### config.mk
export PLATFORM = sky130hd
export DESIGN_NAME = mac_regs
export DESIGN_NICKNAME = d
export VERILOG_FILES = /design/src/rtl/mac_pkg.sv /design/src/rtl/mac_regs.sv
export VERILOG_INCLUDE_DIRS = /design/src /design/src/rtl
export SDC_FILE = /design/constraint.sdc
export NUM_CORES = 1
export LEC_CHECK = 0
export CORE_MARGIN = 8
export CORE_UTILIZATION = 35
export DETAILED_ROUTE_END_ITERATION = 7
export DONT_BUFFER_PORTS = 1
export PLACE_DENSITY = 0.59
export RECOVER_POWER = 25
export SLEW_MARGIN = 20
export SYNTH_ARGS = -nofsm -noshare
export SYNTH_HDL_FRONTEND = slang
export SYNTH_SLANG_ARGS = --single-unit
### constraint.sdc
create_clock -name clk -period 2.8 [get_ports clk]
set_input_delay 0.56 -clock clk [delete_from_list [all_inputs] [get_ports clk]]
set_output_delay 0.56 -clock clk [all_outputs]
set_load 0.02 [all_outputs]
### src/rtl/mac_map.svh
`ifndef MAC_MAP_SVH
`define MAC_MAP_SVH
`define MAC_OFS_AUX_PIN       8'h12
`define MAC_OFS_SEL_A         8'h13
`define MAC_OFS_SEL_B         8'h14
`define MAC_OFS_FAULT_EN      8'h15
`define MAC_OFS_LIM_A         8'h16
`define MAC_OFS_LIM_B         8'h17
`define MAC_OFS_LIM_C         8'h18
`define MAC_RST_AUX_PIN       8'hf0
`define MAC_RST_SEL_A         8'hff
`define MAC_RST_SEL_B         8'h0f
`define MAC_RST_FAULT_EN      8'h00
`define MAC_RST_LIM           8'h00
`define MAC_BIT_EN_CHANGED    7
`define MAC_BIT_MEM_WRITTEN   6
`endif

### src/rtl/mac_pkg.sv
package mac_pkg;
   typedef logic [7:0] mac_byte_t;
endpackage : mac_pkg

### src/rtl/mac_regs.sv
// Functional notes
// RULE_01: Bits 7:4 set aux pin direction, reset input.
// RULE_02: Bits 3:0 give aux output levels, reset zero.
// RULE_03: Select A picks single-ended inputs, reset ones.
// RULE_04: Select B 7:4 picks differential pairs, reset zero.
// RULE_05: Select B 3:0 picks sense and drain, reset one.
// RULE_06: Fault enable register gates eight fault alerts.
// RULE_07: Limit A bit 7 alerts on enable pin change.
// RULE_08: Limit A bit 6 alerts on memory write.
// RULE_09: Limit A bits 5:4 gate current limits.
// RULE_10: Limit A bits 3:2 gate supply limits.
// RULE_11: Limit A bits 1:0 gate power limits.
// RULE_12: Limit B gates analog input limit pairs.
// RULE_13: Limit C gates aux pin limit pairs.
// RULE_14: Enabled alert latches flag until host clears.
// RULE_15: Limit events count only after selected conversion.
// RULE_16: Enables gate alerts, never alter status.
`include "mac_map.svh"
`timescale 1ns/1ps
`default_nettype none
module mac_regs (
   input  wire logic       clk,
   input  wire logic       sys_rst,
   input  wire logic       reg_wr,
   input  wire logic       reg_rd,
   input  wire logic [7:0] reg_addr,
   input  wire logic [7:0] reg_wdata,
   output logic [7:0]      reg_rdata,
   output logic            reg_rvalid,
   input  wire logic       alert_clear,
   input  wire logic [3:0] aux_io_pin_in,
   output logic [3:0]      aux_io_pin_out,
   output logic [3:0]      aux_io_pin_oe_n,
   output logic [7:0]      sel_single_ended,
   output logic [7:0]      sel_pair_sense,
   input  wire logic [7:0] fault_event,
   input  wire logic       enable_pin_changed,
   input  wire logic       nvm_written,
   input  wire logic       conv_done,
   input  wire logic [3:0] conv_channel,
   input  wire logic       conv_high,
   input  wire logic       conv_low,
   output logic            alert_generated
);
   mac_pkg::mac_byte_t aux_pin, sel_a, sel_b, fault_en, lim_a, lim_b, lim_c;
   mac_pkg::mac_byte_t next_aux_pin, next_sel_a, next_sel_b, next_fault_en;
   mac_pkg::mac_byte_t next_lim_a, next_lim_b, next_lim_c, next_rdata;
   logic               next_rvalid, next_alert, hit;
   logic [3:0]         next_pin_out, next_oe_n;

   // Channel codes: 0-3 analog inputs, 4-7 aux pins, 8 current, 9 supply, 10 power.
   function automatic logic [1:0] lim_pair(input logic [7:0] r, input logic [1:0] i);
      lim_pair = {r[7 - 2 * i], r[6 - 2 * i]};
   endfunction : lim_pair

   function automatic logic limit_hit(input logic [3:0] ch, input logic hi, input logic lo,
                                      input mac_pkg::mac_byte_t sa, input mac_pkg::mac_byte_t sb,
                                      input mac_pkg::mac_byte_t la, input mac_pkg::mac_byte_t lb,
                                      input mac_pkg::mac_byte_t lc);
      logic [1:0] en;
      logic       sel;
      en  = 2'b00;
      sel = 1'b0;
      if (ch < 4'h4) begin
         en  = lim_pair(lb, ch[1:0]);                                     // [RULE_12]
         sel = sa[ch[1:0]];                                               // [RULE_03]
      end else if (ch < 4'h8) begin
         en  = lim_pair(lc, ch[1:0]);                                     // [RULE_13]
         sel = sa[4 + ch[1:0]];
      end else if (ch == 4'h8) begin
         en  = la[5:4];                                                   // [RULE_09]
         sel = sb[2] | sb[3];                                             // [RULE_05]
      end else if (ch == 4'h9) begin
         en  = la[3:2];                                                   // [RULE_10]
         sel = 1'b1;
      end else if (ch == 4'ha) begin
         en  = la[1:0];                                                   // [RULE_11]
         sel = 1'b1;
      end
      limit_hit = sel & ((en[1] & hi) | (en[0] & lo));                    // [RULE_15] [RULE_16]
   endfunction : limit_hit

   always_comb begin
      next_aux_pin  = aux_pin;
      next_sel_a    = sel_a;
      next_sel_b    = sel_b;
      next_fault_en = fault_en;
      next_lim_a    = lim_a;
      next_lim_b    = lim_b;
      next_lim_c    = lim_c;
      if (reg_wr) begin
         unique case (reg_addr)
            `MAC_OFS_AUX_PIN:  next_aux_pin  = reg_wdata;
            `MAC_OFS_SEL_A:    next_sel_a    = reg_wdata;
            `MAC_OFS_SEL_B:    next_sel_b    = reg_wdata;
            `MAC_OFS_FAULT_EN: next_fault_en = reg_wdata;
            `MAC_OFS_LIM_A:    next_lim_a    = reg_wdata;
            `MAC_OFS_LIM_B:    next_lim_b    = reg_wdata;
            `MAC_OFS_LIM_C:    next_lim_c    = reg_wdata;
            default: ;
         endcase
      end
      next_rvalid = reg_rd;
      next_rdata  = reg_rdata;
      if (reg_rd) begin
         unique case (reg_addr)
            `MAC_OFS_AUX_PIN:  next_rdata = aux_pin;
            `MAC_OFS_SEL_A:    next_rdata = sel_a;
            `MAC_OFS_SEL_B:    next_rdata = sel_b;
            `MAC_OFS_FAULT_EN: next_rdata = fault_en;
            `MAC_OFS_LIM_A:    next_rdata = lim_a;
            `MAC_OFS_LIM_B:    next_rdata = lim_b;
            `MAC_OFS_LIM_C:    next_rdata = lim_c;
            default:           next_rdata = 8'h00;
         endcase
      end
      // A direction bit of one releases the pin; a zero drives the stored level.
      next_oe_n    = next_aux_pin[7:4];                                   // [RULE_01]
      next_pin_out = next_aux_pin[3:0] & ~next_aux_pin[7:4];              // [RULE_02]
      hit = (|(fault_event & fault_en))                                   // [RULE_06] [RULE_16]
          | (enable_pin_changed & lim_a[`MAC_BIT_EN_CHANGED])             // [RULE_07]
          | (nvm_written & lim_a[`MAC_BIT_MEM_WRITTEN])                   // [RULE_08]
          | (conv_done & limit_hit(conv_channel, conv_high, conv_low, sel_a, sel_b, lim_a, lim_b, lim_c));
      // A new alert in the clearing cycle wins over the clear.
      next_alert = hit | (alert_generated & ~alert_clear);                // [RULE_14]
   end

   always_ff @(posedge clk or posedge sys_rst) begin
      if (sys_rst) begin
         aux_pin         <= `MAC_RST_AUX_PIN;
         sel_a           <= `MAC_RST_SEL_A;
         sel_b           <= `MAC_RST_SEL_B;                               // [RULE_04] [RULE_05]
         fault_en        <= `MAC_RST_FAULT_EN;
         lim_a           <= `MAC_RST_LIM;
         lim_b           <= `MAC_RST_LIM;
         lim_c           <= `MAC_RST_LIM;
         reg_rdata       <= 8'h00;
         reg_rvalid      <= 1'b0;
         aux_io_pin_out  <= 4'h0;
         aux_io_pin_oe_n <= 4'hf;
         sel_single_ended <= `MAC_RST_SEL_A;
         sel_pair_sense  <= `MAC_RST_SEL_B;
         alert_generated <= 1'b0;
      end else begin
         aux_pin         <= next_aux_pin;
         sel_a           <= next_sel_a;
         sel_b           <= next_sel_b;
         fault_en        <= next_fault_en;
         lim_a           <= next_lim_a;
         lim_b           <= next_lim_b;
         lim_c           <= next_lim_c;
         reg_rdata       <= next_rdata;
         reg_rvalid      <= next_rvalid;
         aux_io_pin_out  <= next_pin_out;
         aux_io_pin_oe_n <= next_oe_n;
         sel_single_ended <= next_sel_a;                                  // [RULE_03]
         sel_pair_sense  <= next_sel_b;                                   // [RULE_04]
         alert_generated <= next_alert;
      end
   end
endmodule : mac_regs
`default_nettype wire

==> summary.md <==
| Metric | Value |
|---|---|
| Sequential area share after synthesis | `48.7%` |
| Simple-gate share of the synthesized area | `12.7%` |
| Sw frac | `22.7%` |
| Worst hold margin | `239 ps` |
| Int Pwr | `1.78 mW` |
| R2R Setup Slk | `1040 ps` |
| Reg2reg end | `alert_generated$_DFF_PP0_` |
| Post-synthesis async set-or-reset flop share | `100%` |
| Total track usage | `14.5%` |
| Root Driver | `clkbuf_8` |
| Clk buf depth | `2` |
| Post-synthesis xor/xnor area fraction | `0%` |
| Syn Std Cell Area | `0.00364 mm2` |
| #FFs+latches synth | `70` |
| Synth Area in Compound Gates | `11.5%` |
| Clk_lat worst skew | `340 ps` |
| Period minus WS final | `1770 ps` |
| Post-Synth Adder-Cell Area | `0%` |
| Placer Congestion | `0.778` |
| Pre-CTS setup slack | `676 ps` |
| Worst Skew | `9.08 ps` |
| Min-Delay Startpoint | `reg_rd` |
| Final Instance Area | `0.00398 mm2` |
| Nets | `334` |
| Worst-path fanout max | `12` |
| Setup crit end kind | `flop` |
| I/O Buffers | `0` |
| Post-DRT Antenna Nets | `0` |
| Worst endpoint required time | `3070 ps` |
| Hold depth | `0` |
| Outcome | `finished with violations` |
| Area Growth Syn to Fin | `9.49%` |
| RSZ-0062 raised after global routing | `false` |
| Final slew viol count | `71` |
| DRC viols | `0` |
| Die area | `0.0139 mm2` |
| Period utilization | `63.0%` |
| First-pass GRT wire length | `15,400 um` |
| CTS tree | `built` |
| Number of vias per cell | `5.60` |
| Vias | `2,426` |
| Hpwl dp | `7300 um` |
| # fillers | `997` |
| Leakage | `1.70 nW` |
| R2R depth | `5` |
| Fmax | `0.566 GHz` |
| H-tree Lvls | `3` |
| EDFF count, synth | `0` |
| Largest net degree at the start of global routing | `71` |
| Clock share of power | `44.3%` |
| Slew at the pin closest to its max-slew limit | `1710 ps` |
| Clk pin slew, worst setup/hold paths | `80 ps` |
| Relative slew margins | `-13.9%` |
| Site row count | `37` |
| Yosys cell types | `47` |
| Combinational share of power | `6.4%` |
| Hold endpoint | `reg_rvalid$_DFF_PP0_` |
| Worst setup SP type | `input pin` |
| DRT Pass-1 Iters | `4` |
| GRT Residual Overflow | `0` |
| Starting DRT DRC Count | `207` |
| Crit Path Category | `in -> reg` |
| Io pins | `76` |
| Sum of negative setup slack | `0 ps` |
| Placed inst area | `0.00374 mm2` |
| Ys Warns | `0` |
| Die W | `118 um` |
| Synthesized net count | `338` |
| Post-CTS setup repair buffer count | `0` |
| Starting Density | `35.6%` |
| Worst Path Arrival | `2040 ps` |
| Largest family of logic cells by synthesized area | `multiplexers` |
| Hold buffer count at cts | `0` |
| Fin. Hold Viols | `0` |
| CTS buffer count | `9` |
| Pwr dens | `579 mW/mm2` |
| Diode count | `0` |
| Synth Flop Type | `dfrtp_1` |
| Die Span Y | `118 um` |
| Vias in the first global route | `2,529` |
| Max-Cap Viols | `1` |
| Sequential power share | `49.3%` |
| Failing checks | `capacitance limit, slew limit` |
| Switch Pwr | `523 uW` |
| Peak VDD IR | `0.000287 V` |
| Final setup vio count | `0` |
| PostCTS Resize Cnt | `0` |
| CTS sink count | `70` |
| Mux share of post-synthesis cell area | `23.9%` |
| CORE AREA | `0.0102 mm2` |
| Post-DR wirelength/cell | `22.9 um` |
| Cells after Synth | `296` |
| Share of cells above drive strength 1 | `36.4%` |
| Mapped Avg Cell Area | `12.3 um2` |
| Initial antenna violation count | `0` |
| HP Class | `in -> reg` |
| Setup slack after layout | `1030 ps` |
| Final wirelength | `9910 um` |
| Worst reg2reg startpoint | `lim_b[0]$_DFFE_PP0P_` |
[stage by stage]
stage                     total power, mW  cells  utilization (%)
after floorplan                      1.28    296                -
after global routing                 2.39    433             38.9
after detailed placement             1.31    417             36.6
after CTS                            2.33    433             39.1
final                                2.31    433             38.9
after global placement               1.31    417             36.6
[cells by family (layout without fill, tap and decap cells)]
logic type | after synthesis | after routing
AOI/OAI and AO/OA | 66 | 66
buffers and inverters | 22 | 23
DFF | 70 | 70
muxes | 72 | 72
and+or+nand+nor | 66 | 66
[worst max-delay path by stage]
stage,from,cells after the start,endpoint
2_1_floorplan,sys_rst,1,alert_generated$_DFF_PP0_
3_3_place_gp,reg_addr[7],4,lim_a[4]$_DFFE_PP0P_
4_1_cts,lim_b[0]$_DFFE_PP0P_,5,alert_generated$_DFF_PP0_
5_1_grt,sys_rst,2,sel_b[7]$_DFFE_PP0P_
6_report,reg_addr[7],5,sel_a[7]$_DFFE_PP1P_
3_5_place_dp,reg_addr[7],5,sel_a[0]$_DFFE_PP1P_
[sequential cells by signal, indices dropped and copies added (netlist names)]
| signal | cells |
|---|---|
| lim_a | 8 |
| aux_pin | 7 |
| sel_a | 8 |
| reg_rdata | 8 |
| lim_c | 8 |
| sel_b | 8 |
| alert_generated | 1 |
| fault_en | 8 |
| aux_io_pin_oe_n | 1 |
| reg_rvalid | 1 |
| aux_io_pin_out | 4 |
| lim_b | 8 |
[cells in the mapped netlist (5+ instances only)]
library cell	count	share of area [%]
buf_2	9	1.2
mux2_2	58	18
mux4_2	6	3.7
nand2b_1	7	1.2
a22oi_1	15	3.1
o21ai_0	27	3.7
nor2b_1	11	1.9
nand2_1	19	2.0
nand3b_1	5	1.0
a21oi_1	9	1.2
mux2i_1	8	2.2
dfstp_2	16	12
dfrtp_1	54	37
[critical path: stages]
cell	delay (ps)
nor4b_4	350
buf_4	250
and3_1	260
nand2_1	260
mux2_2	350
[power by group through the flow]
stage               registers, mW  logic [mW]  clock network, mW
finish                       1.14       0.148               1.02
detailed placement           1.16       0.154                  0
CTS                          1.14       0.155               1.04
global placement             1.16       0.152                  0
floorplan                    1.14       0.146                  0
global route                 1.15       0.165               1.08
[final cells by class]
cell class / count / area, um2 / area share (%)
clock buffer: 11 / 151 / 3.80
clock inverter: 5 / 105 / 2.64
inverter: 4 / 15.0 / 0.377
multi-input combinational: 204 / 1750 / 43.9
sequential: 70 / 1770 / 44.5
tap: 136 / 170 / 4.27
timing repair buffer: 3 / 20.0 / 0.503
[per-layer routing]
metal,GRT usage (%),up-vias,share of wire [%]
li1,-,1094,-
met4,7.61,0,2.9
met1,18.4,1231,41
met2,21.5,82,46
met5,0,-,0
met3,4.99,19,9.4
[cells in the final DEF (no fill, tap or decap), types with 2 or more instances in the layout]
master,netlist,final
nand2b_1,7,7
dfrtp_1,54,54
o21ai_0,27,27
bufinv_16,0,3
and2_1,2,2
buf_4,4,2
nor4b_4,2,2
mux2i_1,8,8
nor2b_1,11,11
dfstp_2,16,16
a211oi_1,2,2
a22oi_1,15,15
clkbuf_8,0,11
a221oi_1,3,3
inv_1,4,4
nand2_1,19,19
nand3b_1,5,5
clkinvlp_4,0,2
nor2_1,4,4
a21oi_1,9,9
mux2_2,58,58
mux4_2,6,6
nand3_1,3,3
No activity file was read; power rests on OpenSTA's default activity.
